<file path="src/verilog/disp_cmd_pkg.sv">
// Overview of operation
// - 20h leaves inversion, memory untouched
// - 21h inverts every bit toward panel
// - 26h one-hot parameter picks gamma curve
// - selected curve only reported on gamma_curve_bits, not applied to panel_pixel, four curves
// - 28h blanks panel output, memory untouched
// - 29h resumes frame memory to panel
// - display-on ignored when already on
// - 2Ah four bytes set column window
// - column window used by next memory write
// - columns beyond 7Fh or 9Fh ignored
// - column reset defaults depend on reset kind
// - 2Bh four bytes set row window
// - 2Ch resets pointers, streams words, advances
package disp_cmd_pkg;
  localparam logic [7:0] CMD_INV_OFF   = 8'h20;
  localparam logic [7:0] CMD_INV_ON    = 8'h21;
  localparam logic [7:0] CMD_GAMMA     = 8'h26;
  localparam logic [7:0] CMD_DISP_OFF  = 8'h28;
  localparam logic [7:0] CMD_DISP_ON   = 8'h29;
  localparam logic [7:0] CMD_COL_WIN   = 8'h2A;
  localparam logic [7:0] CMD_ROW_WIN   = 8'h2B;
  localparam logic [7:0] CMD_MEM_WRITE = 8'h2C;
  localparam logic [3:0] GAMMA_RESET   = 4'h1;
  localparam logic [15:0] COL_START_RESET  = 16'h0000;
  localparam logic [15:0] COL_END_RESET    = 16'h00EF;
  localparam logic [15:0] COL_END_RESET_MV = 16'h013F;
  localparam logic [15:0] ROW_START_RESET  = 16'h0000;
  localparam logic [15:0] ROW_END_RESET    = 16'h013F;
  localparam logic [15:0] COL_LIMIT        = 16'h007F;
  localparam logic [15:0] COL_LIMIT_MV     = 16'h009F;
  typedef enum logic [1:0] {
    ST_IDLE  = 2'b00,
    ST_PARAM = 2'b01,
    ST_WRITE = 2'b10
  } state_t;
endpackage

</file>
<file path="src/verilog/display_window_command_decoder.sv">
`timescale 1ns/10ps
`default_nettype none
module display_window_command_decoder #(
  parameter int DATA_W = 18
) (
  // clock and reset
  input  wire logic              sys_clk,
  input  wire logic              rst_b,
  input  wire logic              sw_reset,
  // host write side
  input  wire logic              host_write_strobe,
  input  wire logic              command_parameter_select,
  input  wire logic [DATA_W-1:0] host_data,
  input  wire logic              row_column_exchange,
  // frame memory write side
  output logic                   mem_valid,
  input  wire logic              mem_ready,
  output logic [15:0]            mem_column,
  output logic [15:0]            mem_row,
  output logic [DATA_W-1:0]      mem_data,
  output logic                   host_ready,
  // panel path
  input  wire logic [DATA_W-1:0] frame_pixel,
  output logic [DATA_W-1:0]      panel_pixel,
  output logic                   panel_enable,
  output logic                   inversion_on,
  output logic [3:0]             gamma_curve_bits
);

  // ----------------------------------------------------------------
  // command and window state
  // ----------------------------------------------------------------
  disp_cmd_pkg::state_t state;
  disp_cmd_pkg::state_t next_state;
  logic [7:0]  cmd;
  logic [7:0]  next_cmd;
  logic [1:0]  pcount;
  logic [1:0]  next_pcount;
  logic [7:0]  hi_byte;
  logic [7:0]  next_hi_byte;
  logic [15:0] col_start, col_end, row_start, row_end;
  logic [15:0] next_col_start, next_col_end;
  logic [15:0] next_row_start, next_row_end;
  logic [15:0] col_ptr, row_ptr, next_col_ptr, next_row_ptr;
  logic        inv, next_inv, disp, next_disp;
  logic [3:0]  gamma, next_gamma;
  logic        wr_push;
  logic        wr_in_range;
  logic [15:0] col_limit;
  logic        buf_in_ready;
  logic        cmd_strobe;
  logic        par_strobe;
  logic [15:0] word16;

  assign cmd_strobe = host_write_strobe && !command_parameter_select;
  assign par_strobe = host_write_strobe && command_parameter_select;
  assign word16     = {hi_byte, host_data[7:0]};
  assign col_limit  = row_column_exchange ? disp_cmd_pkg::COL_LIMIT_MV
                                          : disp_cmd_pkg::COL_LIMIT;
  // columns past the addressable range are dropped, pointers still move
  assign wr_in_range = (col_ptr <= col_limit);

  always_comb begin
    next_state     = state;
    next_cmd       = cmd;
    next_pcount    = pcount;
    next_hi_byte   = hi_byte;
    next_col_start = col_start;
    next_col_end   = col_end;
    next_row_start = row_start;
    next_row_end   = row_end;
    next_col_ptr   = col_ptr;
    next_row_ptr   = row_ptr;
    next_inv       = inv;
    next_disp      = disp;
    next_gamma     = gamma;
    wr_push        = 1'b0;
    if (cmd_strobe) begin
      // any new command ends a running memory write
      next_cmd    = host_data[7:0];
      next_pcount = 2'd0;
      next_state  = disp_cmd_pkg::ST_IDLE;
      case (host_data[7:0])
        // setting to the present value is harmless, so no-op is free
        disp_cmd_pkg::CMD_INV_OFF:  next_inv  = 1'b0;
        disp_cmd_pkg::CMD_INV_ON:   next_inv  = 1'b1;
        disp_cmd_pkg::CMD_DISP_OFF: next_disp = 1'b0;
        disp_cmd_pkg::CMD_DISP_ON:  next_disp = 1'b1;
        disp_cmd_pkg::CMD_GAMMA,
        disp_cmd_pkg::CMD_COL_WIN,
        disp_cmd_pkg::CMD_ROW_WIN:  next_state = disp_cmd_pkg::ST_PARAM;
        disp_cmd_pkg::CMD_MEM_WRITE: begin
          next_state   = disp_cmd_pkg::ST_WRITE;
          next_col_ptr = col_start;
          next_row_ptr = row_start;
        end
        default: next_state = disp_cmd_pkg::ST_IDLE;
      endcase
    end else if (par_strobe) begin
      case (state)
        disp_cmd_pkg::ST_PARAM: begin
          next_pcount  = pcount + 2'd1;
          next_hi_byte = host_data[7:0];
          if (cmd == disp_cmd_pkg::CMD_GAMMA) begin
            next_state = disp_cmd_pkg::ST_IDLE;
            case (host_data[7:0])
              8'h01, 8'h02, 8'h04, 8'h08:
                next_gamma = host_data[3:0];
              default: next_gamma = gamma;
            endcase
          end else begin
            if (pcount == 2'd1) begin
              if (cmd == disp_cmd_pkg::CMD_COL_WIN)
                next_col_start = word16;
              else
                next_row_start = word16;
            end
            if (pcount == 2'd3) begin
              next_state = disp_cmd_pkg::ST_IDLE;
              if (cmd == disp_cmd_pkg::CMD_COL_WIN)
                next_col_end = word16;
              else
                next_row_end = word16;
            end
          end
        end
        disp_cmd_pkg::ST_WRITE: begin
          if (buf_in_ready) begin
            wr_push = wr_in_range;
            if (col_ptr >= col_end) begin
              next_col_ptr = col_start;
              next_row_ptr = (row_ptr >= row_end) ? row_start
                                                  : row_ptr + 16'h0001;
            end else begin
              next_col_ptr = col_ptr + 16'h0001;
            end
          end
        end
        default: next_state = disp_cmd_pkg::ST_IDLE;
      endcase
    end
  end

  always_ff @(posedge sys_clk) begin
    if (!rst_b || sw_reset) begin
      state     <= disp_cmd_pkg::ST_IDLE;
      cmd       <= 8'h00;
      pcount    <= 2'd0;
      hi_byte   <= 8'h00;
      col_start <= disp_cmd_pkg::COL_START_RESET;
      row_start <= disp_cmd_pkg::ROW_START_RESET;
      row_end   <= disp_cmd_pkg::ROW_END_RESET;
      col_ptr   <= 16'h0000;
      row_ptr   <= 16'h0000;
      inv       <= 1'b0;
      disp      <= 1'b0;
      gamma     <= disp_cmd_pkg::GAMMA_RESET;
    end else begin
      state     <= next_state;
      cmd       <= next_cmd;
      pcount    <= next_pcount;
      hi_byte   <= next_hi_byte;
      col_start <= next_col_start;
      row_start <= next_row_start;
      row_end   <= next_row_end;
      col_ptr   <= next_col_ptr;
      row_ptr   <= next_row_ptr;
      inv       <= next_inv;
      disp      <= next_disp;
      gamma     <= next_gamma;
    end
  end

  // end column default differs: software reset honours exchange mode
  always_ff @(posedge sys_clk) begin
    if (!rst_b)
      col_end <= disp_cmd_pkg::COL_END_RESET;
    else if (sw_reset)
      col_end <= row_column_exchange ? disp_cmd_pkg::COL_END_RESET_MV
                                     : disp_cmd_pkg::COL_END_RESET;
    else
      col_end <= next_col_end;
  end

  // ----------------------------------------------------------------
  // two-entry write buffer
  // ----------------------------------------------------------------
  localparam int ENTRY_W = DATA_W + 32;
  logic [ENTRY_W-1:0] slot0, slot1, next_slot0, next_slot1;
  logic [1:0]         fill, next_fill;
  logic               pop;

  assign buf_in_ready = (fill != 2'd2);
  assign pop          = mem_valid && mem_ready;

  always_comb begin
    next_slot0 = slot0;
    next_slot1 = slot1;
    next_fill  = fill;
    if (pop) begin
      next_slot0 = slot1;
      next_fill  = next_fill - 2'd1;
    end
    if (wr_push) begin
      if (next_fill == 2'd0)
        next_slot0 = {col_ptr, row_ptr, host_data};
      else
        next_slot1 = {col_ptr, row_ptr, host_data};
      next_fill = next_fill + 2'd1;
    end
  end

  always_ff @(posedge sys_clk) begin
    if (!rst_b) begin
      slot0 <= '0;
      slot1 <= '0;
      fill  <= 2'd0;
    end else begin
      slot0 <= next_slot0;
      slot1 <= next_slot1;
      fill  <= next_fill;
    end
  end

  // ----------------------------------------------------------------
  // registered outputs
  // ----------------------------------------------------------------
  logic [DATA_W-1:0] next_panel_pixel;
  always_comb begin
    next_panel_pixel = '0; // blank page when output is off
    if (next_disp)
      next_panel_pixel = next_inv ? ~frame_pixel
                                  : frame_pixel;
  end

  always_ff @(posedge sys_clk) begin
    if (!rst_b) begin
      mem_valid        <= 1'b0;
      mem_column       <= 16'h0000;
      mem_row          <= 16'h0000;
      mem_data         <= '0;
      host_ready       <= 1'b0;
      panel_pixel      <= '0;
      panel_enable     <= 1'b0;
      inversion_on     <= 1'b0;
      gamma_curve_bits <= disp_cmd_pkg::GAMMA_RESET;
    end else begin
      mem_valid        <= (next_fill != 2'd0);
      mem_column       <= next_slot0[ENTRY_W-1 -: 16];
      mem_row          <= next_slot0[DATA_W+15 -: 16];
      mem_data         <= next_slot0[DATA_W-1:0];
      host_ready       <= (next_fill != 2'd2);
      panel_pixel      <= next_panel_pixel;
      panel_enable     <= next_disp;
      inversion_on     <= next_inv;
      gamma_curve_bits <= next_gamma;
    end
  end

  // ----------------------------------------------------------------
  // checks
  // ----------------------------------------------------------------
  a_inv_on_cmd: assert property (
    @(posedge sys_clk) disable iff (!rst_b)
    cmd_strobe && host_data[7:0] == disp_cmd_pkg::CMD_INV_ON && !sw_reset
    |=> ##1 inversion_on) else $error("inversion not entered");
  a_inv_off_cmd: assert property (
    @(posedge sys_clk) disable iff (!rst_b)
    cmd_strobe && host_data[7:0] == disp_cmd_pkg::CMD_INV_OFF && !sw_reset
    |=> ##1 !inversion_on) else $error("inversion not left");
  a_disp_off_blank: assert property (
    @(posedge sys_clk) disable iff (!rst_b)
    !panel_enable |-> panel_pixel == '0)
    else $error("panel not blank");
  a_disp_off_cmd: assert property (
    @(posedge sys_clk) disable iff (!rst_b)
    cmd_strobe && host_data[7:0] == disp_cmd_pkg::CMD_DISP_OFF && !sw_reset
    |=> ##1 !panel_enable) else $error("display not off");
  a_disp_on_cmd: assert property (
    @(posedge sys_clk) disable iff (!rst_b)
    cmd_strobe && host_data[7:0] == disp_cmd_pkg::CMD_DISP_ON && !sw_reset
    |=> ##1 panel_enable) else $error("display not on");
  a_gamma_onehot: assert property (
    @(posedge sys_clk) disable iff (!rst_b)
    $onehot(gamma_curve_bits)) else $error("gamma not one-hot");
  a_gamma_keep: assert property (
    @(posedge sys_clk) disable iff (!rst_b)
    (par_strobe && state == disp_cmd_pkg::ST_PARAM && !sw_reset
     && cmd == disp_cmd_pkg::CMD_GAMMA
     && (host_data[7:4] != 4'h0 || !$onehot(host_data[3:0])))
    |=> gamma == $past(gamma)) else $error("invalid gamma applied");
  a_write_start: assert property (
    @(posedge sys_clk) disable iff (!rst_b)
    cmd_strobe && host_data[7:0] == disp_cmd_pkg::CMD_MEM_WRITE && !sw_reset
    |=> col_ptr == $past(col_start) && row_ptr == $past(row_start))
    else $error("pointers not at window start");
  a_ptr_window: assert property (
    @(posedge sys_clk) disable iff (!rst_b)
    state == disp_cmd_pkg::ST_WRITE |-> col_ptr >= col_start
    && col_ptr <= col_end && row_ptr >= row_start && row_ptr <= row_end)
    else $error("pointer outside window");
  // checked at the memory side, where a dropped column must never appear
  a_col_range: assert property (
    @(posedge sys_clk) disable iff (!rst_b)
    mem_valid |-> mem_column <= col_limit)
    else $error("out of range column written");
  a_sw_reset_off: assert property (
    @(posedge sys_clk) disable iff (!rst_b)
    sw_reset |=> !inv && !disp && gamma == disp_cmd_pkg::GAMMA_RESET)
    else $error("soft reset defaults wrong");
  c_write_burst: cover property (@(posedge sys_clk) wr_push ##1 wr_push);
  c_buffer_full: cover property (@(posedge sys_clk) fill == 2'd2);
  c_gamma_four: cover property (@(posedge sys_clk) gamma == 4'h8);

endmodule // display_window_command_decoder
`default_nettype wire
</file>
<file path="config.mk">
export PLATFORM = sky130hd
export DESIGN_NAME = display_window_command_decoder
export DESIGN_NICKNAME = d
export VERILOG_FILES = /design/src/verilog/disp_cmd_pkg.sv /design/src/verilog/display_window_command_decoder.sv
export SDC_FILE = /design/constraint.sdc
export NUM_CORES = 1
export LEC_CHECK = 0
export BUFFER_PORTS_ARGS = -buffer_cell sky130_fd_sc_hd__clkbuf_2
export CAP_MARGIN = 20
export CORE_AREA = 5 5 164 150
export CTS_CLUSTER_DIAMETER = 40
export DETAILED_ROUTE_END_ITERATION = 12
export DIE_AREA = 0 0 169 155
export HOLD_SLACK_MARGIN = 0.08
export PLACE_DENSITY = 0.73
export SLEW_MARGIN = 20
export SYNTH_ARGS = -nofsm -noshare
export SYNTH_HDL_FRONTEND = slang
export SYNTH_SLANG_ARGS = --single-unit
</file>
<file path="constraint.sdc">
create_clock -name sys_clk -period 6.1 [get_ports sys_clk]
set_clock_uncertainty 0.15 [all_clocks]
set_input_delay 1.525 -clock sys_clk [delete_from_list [all_inputs] [get_ports sys_clk]]
set_output_delay 1.525 -clock sys_clk [all_outputs]
set_load 0.1 [all_outputs]
</file>
After elaboration in Yosys (flattened, before gate mapping)
Index checks and enable logic that the tools add are counted.

storage, ports and cells
  bits in registers = 300
  latch bits = 0
  memory bits (writable) = 0
  ROM bits = 0
  input port bits = 43
  output and inout port bits = 76
  word-level logic and storage cells = 140
  memories kept = 0

operators by class
  add/sub/neg operators = 5
  multiply operators = 0
  div/mod/pow operators = 0
  $lt $le $gt $ge = 3
  equal/unequal tests = 25
  shift-type cells = 0
  multiplexer cells = 47
  bitwise gates (word level) = 5
  reduce and logical (&&, ||, !) cells = 30

operator list
  operator                                                                number
  16-bit 2-to-1 mux                                                       20
  50-bit 2-to-1 mux                                                       3
  8-bit by 6-bit equality test with 1-bit output (second input constant)  10
  16-bit by 1-bit adder with 16-bit output (second input constant)        2
  16-bit greater-or-equal comparator                                      2
  6-bit AND reduction                                                     4
  4-bit 2-to-1 mux                                                        5
  18-bit 2-to-1 mux                                                       1
  18-bit inverter                                                         1
  2-bit nonzero test                                                      9
  16-bit by 8-bit less-or-equal comparator with 1-bit output              1
  2-bit 2-to-1 mux                                                        6
  2-bit inequality test (second input constant)                           5
  9-bit 2-to-1 mux                                                        1
  8-bit by 1-bit equality test with 1-bit output (second input constant)  1
  8-bit by 2-bit equality test with 1-bit output (second input constant)  1
  8-bit by 3-bit equality test with 1-bit output (second input constant)  1
  8-bit by 4-bit equality test with 1-bit output (second input constant)  1
  8-bit 2-to-1 mux                                                        1
  2-bit case mux with 2 select lines                                      2
  1-bit 2-to-1 mux                                                        6
  2-bit AND reduction                                                     3
  3-bit AND reduction                                                     2
  5-bit AND reduction                                                     1
  other kinds (16)                                                        26

Depth between registers and ports, before layout
Gate-level depths: netlist of the first run.

  depth in word-level cells = 8
  mapped depth = 11

Worst setup path after synthesis of the first run
Ideal clock, no wire load.

  path type = input -> register
  start = input row_column_exchange
  end = register slot0[2]
  library setup time = 0.116 ns
  arrival = 3.443 ns
  required time = 5.834 ns
  path slack = 2.391 ns
  stages on the path = 10
  path through = ha_1 a21o_1 a21oi_1 a41oi_1 or3_1 or2_1 clkbuf_1 buf_2 buf_2 o211a_1

between the ends
  cells in the longest elaborated chain, start to end = 7

RTL lines
  what                                                        line                                   source
  start: declaration                                          display_window_command_decoder.sv:14   input wire logic row_column_exchange,
  8-bit 2-to-1 mux                                            display_window_command_decoder.sv:58   assign col_limit = row_column_exchange ? disp_cmd_pkg::COL_LIMIT_MV
  16-bit by 8-bit less-or-equal comparator with 1-bit output  display_window_command_decoder.sv:61   assign wr_in_range = (col_ptr <= col_limit);
  1-bit 2-to-1 mux                                            display_window_command_decoder.sv:128  if (buf_in_ready) begin
  1-bit 2-to-1 mux                                            display_window_command_decoder.sv:100  case (state)
  1-bit 2-to-1 mux                                            display_window_command_decoder.sv:99   end else if (par_strobe) begin
  1-bit 2-to-1 mux                                            display_window_command_decoder.sv:78   if (cmd_strobe) begin
  50-bit 2-to-1 mux                                           display_window_command_decoder.sv:204  if (wr_push) begin
  end signal: assignment                                      display_window_command_decoder.sv:219  slot0 <= next_slot0;
  end: declaration                                            display_window_command_decoder.sv:189  logic [ENTRY_W-1:0] slot0, slot1, next_slot0, next_slot1;

No other way between the ends.
A chain may end at the register's enable or synchronous reset.

Worst setup path after layout of the first run
  start = input command_parameter_select
  end = register row_ptr[14]

between the ends
  cells in the longest elaborated chain, start to end = 4
  elaborated cells on any way between the ends = 10
  those cells by class = eq/ne: 1; mux: 1; reduce/logical: 8

RTL lines
  what                                                                                              line                                   source
  start: declaration                                                                                display_window_command_decoder.sv:12   input wire logic command_parameter_select,
  1-bit zero test                                                                                   display_window_command_decoder.sv:55   assign cmd_strobe = host_write_strobe && !command_parameter_select;
  1-bit logical AND                                                                                 display_window_command_decoder.sv:55
  2-bit by 1-bit inequality test with 1-bit output (no line) or 2-bit nonzero test (tied branches)  --
  5-bit AND reduction (no line)                                                                     --
  end signal: assignment                                                                            display_window_command_decoder.sv:167  row_ptr <= next_row_ptr;
  end: declaration                                                                                  display_window_command_decoder.sv:44   logic [15:0] col_ptr, row_ptr, next_col_ptr, next_row_ptr;

Several ways; a longest one is shown, not always the timed one.

==> results of run 1 <==
## synthesized netlist by cell type (all sizes together) (10+ instances only)
cell type | count | area share [%]
dfxtp | 250 | 45
inv | 41 | 1.4
mux2i | 43 | 3.9
and3 | 21 | 1.2
nor2 | 65 | 2.2
o21ai | 36 | 1.6
ha | 41 | 4.6
clkbuf | 78 | 2.6
a32o | 12 | 1.1
buf | 20 | 0.87
nand2 | 330 | 11
a21boi | 42 | 2.8
xor2 | 19 | 1.5
nand2b | 18 | 1.0
a31oi | 20 | 1.1
a21oi | 75 | 3.4
nand4 | 10 | 0.62
nand3 | 86 | 3.9
o211a | 45 | 4.1
## where the power goes
part | internal [W] | leakage [nW] | switching, W
clock network | 0.00142 | 0.619 | 0.000754
registers | 0.00164 | 2.01 | 0.00000334
logic | 0.0000414 | 3.21 | 0.000114
total | 0.00311 | 5.85 | 0.000871
## kinds of logic after synthesis
logic type	Yosys count	share of synthesized area (%)
AOI/OAI and AO/OA	262	16.45
xor gates and xnor gates	21	1.656
adders and majority gates	41	4.619
buffers and inverters	139	4.890
DFF	250	45.07
muxes	43	3.876
and+or+nand+nor	585	23.45
## layer usage
metal,track usage (%),part of all wire (%),vias up
li1,-,-,4762
met1,30.41,45,4553
met2,34.69,44,378
met3,4.040,8.3,63
met4,6.363,2.4,0
met5,0,0,-
## metrics by stage
stage / hold slack [ns] / setup slack, ns / power (W)
floorplan: 0.2775 / 2.391 / 0.001778
CTS: 0.3003 / 2.121 / 0.004001
global route: 0.3124 / 1.916 / 0.004097
detailed placement: 0.2913 / 1.642 / 0.001830
finish: 0.2989 / 2.085 / 0.003977
global placement: 0.2894 / 1.743 / 0.001828
## sequential cells by signal, summed over array words and instances (netlist names), 2 cells and up
name and count:
cmd 8, col_end 16, col_ptr 16, col_start 16, fill 2, gamma 4
gamma_curve_bits 4, hi_byte 8, panel_pixel 18, pcount 2, row_end 16, row_ptr 16
row_start 16, slot0 50, slot1 50, state 2
## worst reg2reg max path, stage by stage (launching register included)
cell and delay (ns):
dfxtp_1 0.36, inv_1 0.06, ha_1 0.32, nand4_2 0.13, or3_1 0.46, a2111oi_1 0.83, or4_1 0.86, and3_1 0.30
a21oi_1 0.05, a31oi_1 0.16
## layout make-up
cell class,instances,area share [%]
Clock buffer,45,7.675
Inverter,41,1.174
Sequential cell,250,38.19
Tap cell,302,2.883
Clock inverter,16,1.976
Multi-Input combinational cell,952,42.70
Timing Repair Buffer,132,5.403
## final timing paths
| kind | startpoint | to | slack [ns] | cells past startpoint |
|---|---|---|---|---|
| setup reg to reg | col_end[15] | col_ptr[6] | 2.36 | 9 |
| hold / removal | slot1[41] | slot1[41] | 0.30 | 2 |
| setup / recovery | command_parameter_select | row_ptr[14] | 2.08 | 10 |
| hold reg to reg | slot1[41] | slot1[41] | 0.30 | 2 |
==> impl_metrics.ini, run 1 <==
[status]
status = finished, final reports clean

[power_and_ir_drop]
p_leak_nw = 5.846
power_density_nw_per_um2 = 303.4
peakVddDrop_v = 0.0002428

[drt]
ant_nets = 0
wl_per_cell_um = 16.72
wl_um = 29060
num_vias = 9756
drc = 0
drt-initial-drc-count = 793
drt-vias-per-instance = 5.613
first_pass_iters = 5

[clocking]
cts_hold_buf = 0
post_cts_buffers = 0
cts_tree = built
clk_pin_slew_ns = 0.05
clockBufferDepth = 3
clk_root_buffer_cell = clkbuf_16
clk_latency_ns = 0.51
postCtsResizedCells = 0
htreeDepth = 2
clock_sinks = 250
cts_made_buffers = 35

[synth]
synth-edff-count = 0
async_flop_share_pct = 0
yosysSeqAreaShare_pct = 45.07
synth-seq-cells = 250
syn-num-nets = 1425
syn_area_um2 = 11110
yosysWarningCount = 0
synth_cell_types = 55
ys.flop_type = dfxtp_1
synth.avg_cell_area_um2 = 8.282
synthCells = 1341

[sta]
hold_violations = 0
worst_pin_slew_ns = 1.025
fmax_mhz = 249.0
maxSlewViolCount = 0
min_period_ns = 4.015
tns_ns = 0
setup_viol = 0
grt_setup_unrepaired = false
slew_headroom_pct = 31.53
period_share_pct = 65.82

[min_path]
min_path_type = reg2reg

[grt]
grt_pass1_wl_um = 47580
overflow = 0
grt_util_all_layers_pct = 21.80
grt_max_degree = 81
antenna_found_initial = 0
grt_pass1_vias = 9410

[setup_path]
cp-start-kind = primary input
cp.buffers_inverters = 3
cp_max_fo = 21
slowest_stage = and2b_1
arrival_ns = 4.29
path_cells = clkbuf_2 -> and2b_1 -> nand3_1 -> nor4_1 -> o211ai_1 -> buf_4 -> a21oi_1 -> buf_4 -> and2_1 -> a32o_1
required_ns = 6.38
cp_common_cell = buf_4
worstSetupPathType = in2reg
endpoint_kind = flop
max_stage_delay_ns = 0.50
path_delay_family = simple AND/OR/NAND/NOR gates

[finish]
fillerInstances = 2047
multiInputGateArea_um2 = 5597
final_util_pct = 57.29
drive_gt1_share_pct = 14.48
mostFrequentLayoutCells = nand2_1 (328), dfxtp_1 (250), clkbuf_2 (117)
instances_no_fill = 1738
syn_to_final_growth_pct = 18.01
stdcell_area_um2 = 13110
nets = 1496
register_area_um2 = 5005
layout_commonest_cell = nand2_1
diodes = 0

[placement]
dp_hpwl_um = 19000
gp_congestion = 0.8579
placed_cell_area_um2 = 11830
dp_cells = 1677
portBuffers = 118

[die]
dieWidth_um = 169
coreArea_um2 = 22880
die_area_um2 = 26200
fp-row-count = 53
io-pin-count = 119
start_util_pct = 48.54
chipHeight_um = 155

[run]
max-cap-violations = 0
(Power assumes the default switching activity.)
==> run 2, diff against run 1 <==
Settings changed: ABC_AREA set to 1, CORE_AREA 5 5 164 150 to 5 5 165 151, DIE_AREA 0 0 169 155 to 0 0 170 156, PLACE_DENSITY 0.73 to 0.75.
Clock period 6.1 ns to 3.5 ns, I/O delays scaled along.
==> run 2 against run 1 <==
- final cell count grew 6.6%
- highest routed layer unchanged
- wire length shrank 4.4%
- global-route usage fell by 1.2 points
- core utilization barely moved
- cell area up 0.65%
- via count down 0.94%
- critical path type is now reg2reg
- clock power is 51% higher
==> impl_metrics.ini, run 2 <==
[drt]
drt-vias-per-instance = 5.218
num_vias = 9664
wl_per_cell_um = 15.00
ant_nets = 0
drt-initial-drc-count = 600
first_pass_iters = 5
drc = 0
wl_um = 27770

[die]
die_area_um2 = 26520
coreArea_um2 = 23010
dieWidth_um = 170
start_util_pct = 49.09
io-pin-count = 119
fp-row-count = 53
chipHeight_um = 156

[finish]
drive_gt1_share_pct = 17.10
nets = 1610
mostFrequentLayoutCells = dfxtp_1 (250), nand2_1 (188), a21oi_1 (176)
layout_commonest_cell = dfxtp_1
top_regs = slot0: 50 flops, slot1: 50 flops, panel_pixel: 18 flops
syn_to_final_growth_pct = 16.77
diodes = 0
instances_no_fill = 1852

[min_path]
hp-start = row_start[9]
worstHoldEndpoint = row_start[9]
min_path_type = reg2reg
holdPathStages = 2

[grt]
antenna_found_initial = 0
grt_util_all_layers_pct = 20.55
overflow = 0
grt_max_degree = 109
use_met2_pct = 35.06
met1_usage_pct = 27.78
grtUsageMet3_pct = 3.471
grt_pass1_wl_um = 46350
busiest_layer = met2
grt_pass1_vias = 9382

[synth]
synth.area.top_cells = dfxtp_1 (44%), a21oi_1 (7.8%), nand2_1 (6.3%), o21ai_0 (6.1%), inv_1 (5.5%)
synth_cell_types = 46
syn_area_um2 = 11300
syn-num-nets = 1515
synth-seq-cells = 250
synthCells = 1431
post-synth-top-count-cell = dfxtp_1
async_flop_share_pct = 0
synth.avg_cell_area_um2 = 7.895
synth-edff-count = 0
yosysTopAreaCell = dfxtp_1
yosysWarningCount = 0
synth_top_area_share_pct = 44.30
yosysSeqAreaShare_pct = 44.30
ys.flop_type = dfxtp_1
synth_common_cells = dfxtp_1 (250), nand2_1 (189), a21oi_1 (176)

[setup_path]
r2r_end = col_ptr[5]
worstSetupPathType = reg2reg
slowest_stage = dfxtp_1
endpoint_kind = flop
r2r-start = col_ptr[9]
cp-start-kind = flop
max_stage_delay_ns = 0.41
required_ns = 3.79
arrival_ns = 2.83
r2r_cells = 12
cp_max_fo = 18
reg2reg_slack_ns = 0.96
path_cells = ha_1 -> nand2_1 -> inv_1 -> o21bai_1 -> a21oi_1 -> nor2_1 -> nand3_1 -> buf_4 -> a21oi_1 -> o21ai_0 -> nand2_1 -> inv_1

[clocking]
cts_hold_buf = 0
post_cts_buffers = 0
htreeDepth = 1
clk_pin_slew_ns = 0.06
postCtsResizedCells = 0
clk_latency_ns = 0.54
clock_sinks = 250
clockBufferDepth = 3
cts_tree = built
clk_root_buffer_cell = clkbuf_16
cts_made_buffers = 31

[status]
status = finished, final reports clean

[placement]
dp_cells = 1795
portBuffers = 118
dp_hpwl_um = 19190
gp_congestion = 0.8806

[power_and_ir_drop]
p_sw_share_pct = 22.98
p_leak_nw = 5.980
cell_internal_pwr_w = 0.004899
peakVddDrop_v = 0.0003706
clock_power_share_pct = 51.7
p_switching_w = 0.001462
comb_power_share_pct = 3.3
pwr-share-seq_pct = 45.0
power_density_nw_per_um2 = 482.1

[run]
max-cap-violations = 0

[sta]
setup_viol = 0
min_period_ns = 2.543
grt_setup_unrepaired = false
fmax_mhz = 393.3
slew_headroom_pct = 37.65
maxSlewViolCount = 0
hold_violations = 0
period_share_pct = 72.65
tns_ns = 0
worst_pin_slew_ns = 0.9353
==> run 2: worst max path at each step <==
stage | from | endpoint | slack [ns] | depth (start not counted)
2_1_floorplan | mem_valid | slot0[5] | 0.85 | 9
3_3_place_gp | row_column_exchange | slot0[44] | 0.54 | 13
3_5_place_dp | row_column_exchange | slot0[44] | 0.47 | 13
4_1_cts | col_ptr[0] | col_ptr[5] | 0.96 | 15
5_1_grt | col_ptr[0] | col_ptr[5] | 0.79 | 15
6_report | col_ptr[9] | col_ptr[5] | 0.96 | 12
==> run 2: power by group through the flow <==
stage	clock network, W	logic (W)	registers (W)
global placement	0	0.000203	0.00292
floorplan	0	0.000123	0.00293
global route	0.00346	0.000234	0.00286
detailed placement	0	0.000207	0.00292
finish	0.00329	0.000211	0.00286
CTS	0.00334	0.000209	0.00286
==> run 2: per-stage QoR <==
| step | power [W] | hold slack [ns] | instance area, um2 | utilization (%) | setup WS [ns] |
|---|---|---|---|---|---|
| after global routing | 0.006556 | 0.3201 | 13190 | 57.33 | 0.7869 |
| after floorplan | 0.003052 | 0.2737 | 11300 | - | 0.8508 |
| after global placement | 0.003128 | 0.2822 | 12100 | 52.59 | 0.5396 |
| after detailed placement | 0.003132 | 0.2870 | 12100 | 52.59 | 0.4726 |
| after CTS | 0.006410 | 0.3013 | 13190 | 57.33 | 0.9556 |
| final | 0.006360 | 0.3046 | 13190 | 57.33 | 0.9572 |
==> run 2: critical path: cells and delay by family (launching register included) <==
kind / cells / cell delay [ns]
adders and majority gates: 1 / 0.28
buffers and inverters: 3 / 0.39
DFF: 1 / 0.41
and+or+nand+nor: 4 / 0.72
AOI/OAI and AO/OA: 4 / 0.49
==> run 2: cell type report <==
type | count | area (um2)
clock buffer | 34 | 797.0
clock inverter | 23 | 292.8
fill | 2041 | 9819
inverter | 175 | 661.9
multi-input combinational | 931 | 5286
sequential | 250 | 5005
tap | 302 | 377.9
timing repair buffer | 137 | 770.7
==> run 2: metal layers <==
layer | part of all wire [%] | routed length [um]
met1 | 46 | 12650
met2 | 47 | 13050
met3 | 5.5 | 1519
met5 | 0 | 0
met4 | 2.0 | 554
==> run 2: logic make-up after synthesis <==
kind of cell / synth area share [%]
compound gates: 17.37
simple gates: 16.13
fa+ha+maj: 4.541
buf+inv: 9.082
xor+xnor: 3.411
flops: 44.30
mux: 5.172
==> run 3, diff against run 2 <==
Settings changed: PLACE_DENSITY 0.75 to 0.73.
Clock period 3.5 ns to 2.5 ns, I/O delays scaled along.
==> run 3 against run 2 <==
- wire length grew 4.1%
- highest routed layer unchanged
- critical endpoint is now row_ptr[10]
- maximum frequency is 14% higher
- hold slack worse by 0.092 ns
- setup slack got worse by 0.69 ns
==> impl_metrics.ini, run 3 (synthesized netlist as in run 2, its figures left out) <==
[min_path]
hp-start = host_data[9]
min_path_type = in2reg
holdPathStages = 3

[clocking]
cts_hold_buf = 0
htreeDepth = 2
cts_made_buffers = 34
cts_tree = built
clk_pin_slew_ns = 0.06
clockBufferDepth = 3
clock_sinks = 250
clk_root_buffer_cell = clkbuf_16
clk_latency_ns = 0.50

[setup_path]
endpoint_kind = flop
path_delay_family = simple AND/OR/NAND/NOR gates
max_stage_delay_ns = 0.35
r2r-start = row_ptr[0]
cp.buffers_inverters = 2
worstSetupPathType = reg2reg
cp_common_cell = nand2_1
startpoint = row_ptr[0]
cp.depth = 15
path_cells = inv_1 -> ha_1 -> nand2_1 -> nor2_1 -> nor2_1 -> nand2_1 -> nand2_1 -> nand2_1 -> nand2_1 -> nand2_1 -> nand2_1 -> buf_4 -> nand3_1 -> a21oi_1 -> nor2_1
slowest_stage = dfxtp_1
arrival_ns = 2.47
cp_max_fo = 16
cp-start-kind = flop
required_ns = 2.74
r2r_cells = 15

[placement]
placed_cell_area_um2 = 12340
dp_hpwl_um = 20230
gp_congestion = 0.8897
portBuffers = 118

[die]
io-pin-count = 119
chipHeight_um = 156
die_area_um2 = 26520
fp-row-count = 53
dieWidth_um = 170
start_util_pct = 49.09
coreArea_um2 = 23010

[sta]
hold_violations = 0
setup_viol = 0
period_share_pct = 89.20
grt_setup_unrepaired = false
min_period_ns = 2.230
maxSlewViolCount = 0
hold_ws_ns = 0.2122
slew_headroom_pct = 55.48
fmax_mhz = 448.4
worst_pin_slew_ns = 0.6678

[power_and_ir_drop]
clock_power_share_pct = 54.3
peakVddDrop_v = 0.0007651
cell_internal_pwr_w = 0.007457
p_total_w = 0.009477
pwr-share-seq_pct = 42.3
p_switching_w = 0.002020
p_leak_nw = 6.217
p_sw_share_pct = 21.32
power_density_nw_per_um2 = 697.3
comb_power_share_pct = 3.4

[drt]
first_pass_iters = 5
wl_per_cell_um = 15.35
drc = 0
num_vias = 9917
drt-initial-drc-count = 754
wl_um = 28920
ant_nets = 0
drt-vias-per-instance = 5.264

[finish]
layout_commonest_cell = dfxtp_1
top_regs = slot0: 50 flops, slot1: 50 flops, panel_pixel: 18 flops
mostFrequentLayoutCells = dfxtp_1 (249), nand2_1 (188), a21oi_1 (176)
multiInputGateArea_um2 = 5294
diodes = 0
syn_to_final_growth_pct = 20.31
stdcell_area_um2 = 13590
fillerInstances = 1982
nets = 1640
register_area_um2 = 5006
drive_gt1_share_pct = 18.84
final_util_pct = 59.07

[grt]
overflow = 0
grt_pass1_vias = 9655
grt_util_all_layers_pct = 21.45
antenna_found_initial = 0
grt_max_degree = 106
grt_pass1_wl_um = 47870

[status]
status = finished, final reports clean

[run]
max-cap-violations = 0
[run 3: cell types whose count changed in the layout (fill, tap and decap cells not counted), sizes merged]
cell / change
buf: +28
clkbuf: +13
clkinv: -4
inv: -3
clkinvlp: -2
[run 3: stage by stage]
| step | TNS, ns | setup WS, ns | cells |
|---|---|---|---|
| after floorplan | 0 | 0.2243 | 1431 |
| after global placement | 0 | 0.005625 | 1822 |
| after detailed placement | -3.474 | -0.09047 | 1822 |
| after CTS | 0 | 0.2237 | 1884 |
| after global routing | 0 | 0.001606 | 1884 |
| final | 0 | 0.2699 | 1884 |
[run 3: power groups by stage]
stage | Sequential (W) | Clock [W] | Combinational (W)
floorplan | 0.00410 | 0 | 0.000173
global placement | 0.00409 | 0 | 0.000309
detailed placement | 0.00409 | 0 | 0.000314
CTS | 0.00401 | 0.00523 | 0.000316
global route | 0.00401 | 0.00543 | 0.000348
finish | 0.00401 | 0.00515 | 0.000319
[run 3: final timing paths]
kind              endpoint  slack (ns)
max            row_ptr[10]        0.27
min               slot0[9]        0.21
max reg2reg    row_ptr[10]        0.27
min reg2reg  row_start[14]        0.30
[run 3: area by class of cell]
| class | instances | area share, % |
|---|---|---|
| well taps | 302 | 2.780 |
| inverters | 175 | 4.870 |
| repair buffers | 164 | 7.438 |
| clock inverters | 14 | 1.427 |
| multi-input cells | 931 | 38.95 |
| flip-flops and latches | 250 | 36.83 |
| clock buffers | 48 | 7.705 |
[run 3: tightest hold or removal path, cell delays in order]
cell and delay (ns):
clkbuf_2 0.08, inv_1 0.06, a21oi_1 0.05
[run 3: metal layers]
| metal | track usage [%] | wire [um] |
|---|---|---|
| met5 | 0 | 0 |
| met4 | 7.224 | 819 |
| met3 | 4.586 | 1854 |
| met2 | 35.78 | 13800 |
| met1 | 27.78 | 12450 |
[run 3: repair_timing]
item                                    CTS  global route
gates resized for setup                   0             2
endpoints found under the setup margin    0            10
buffers inserted                          0             0
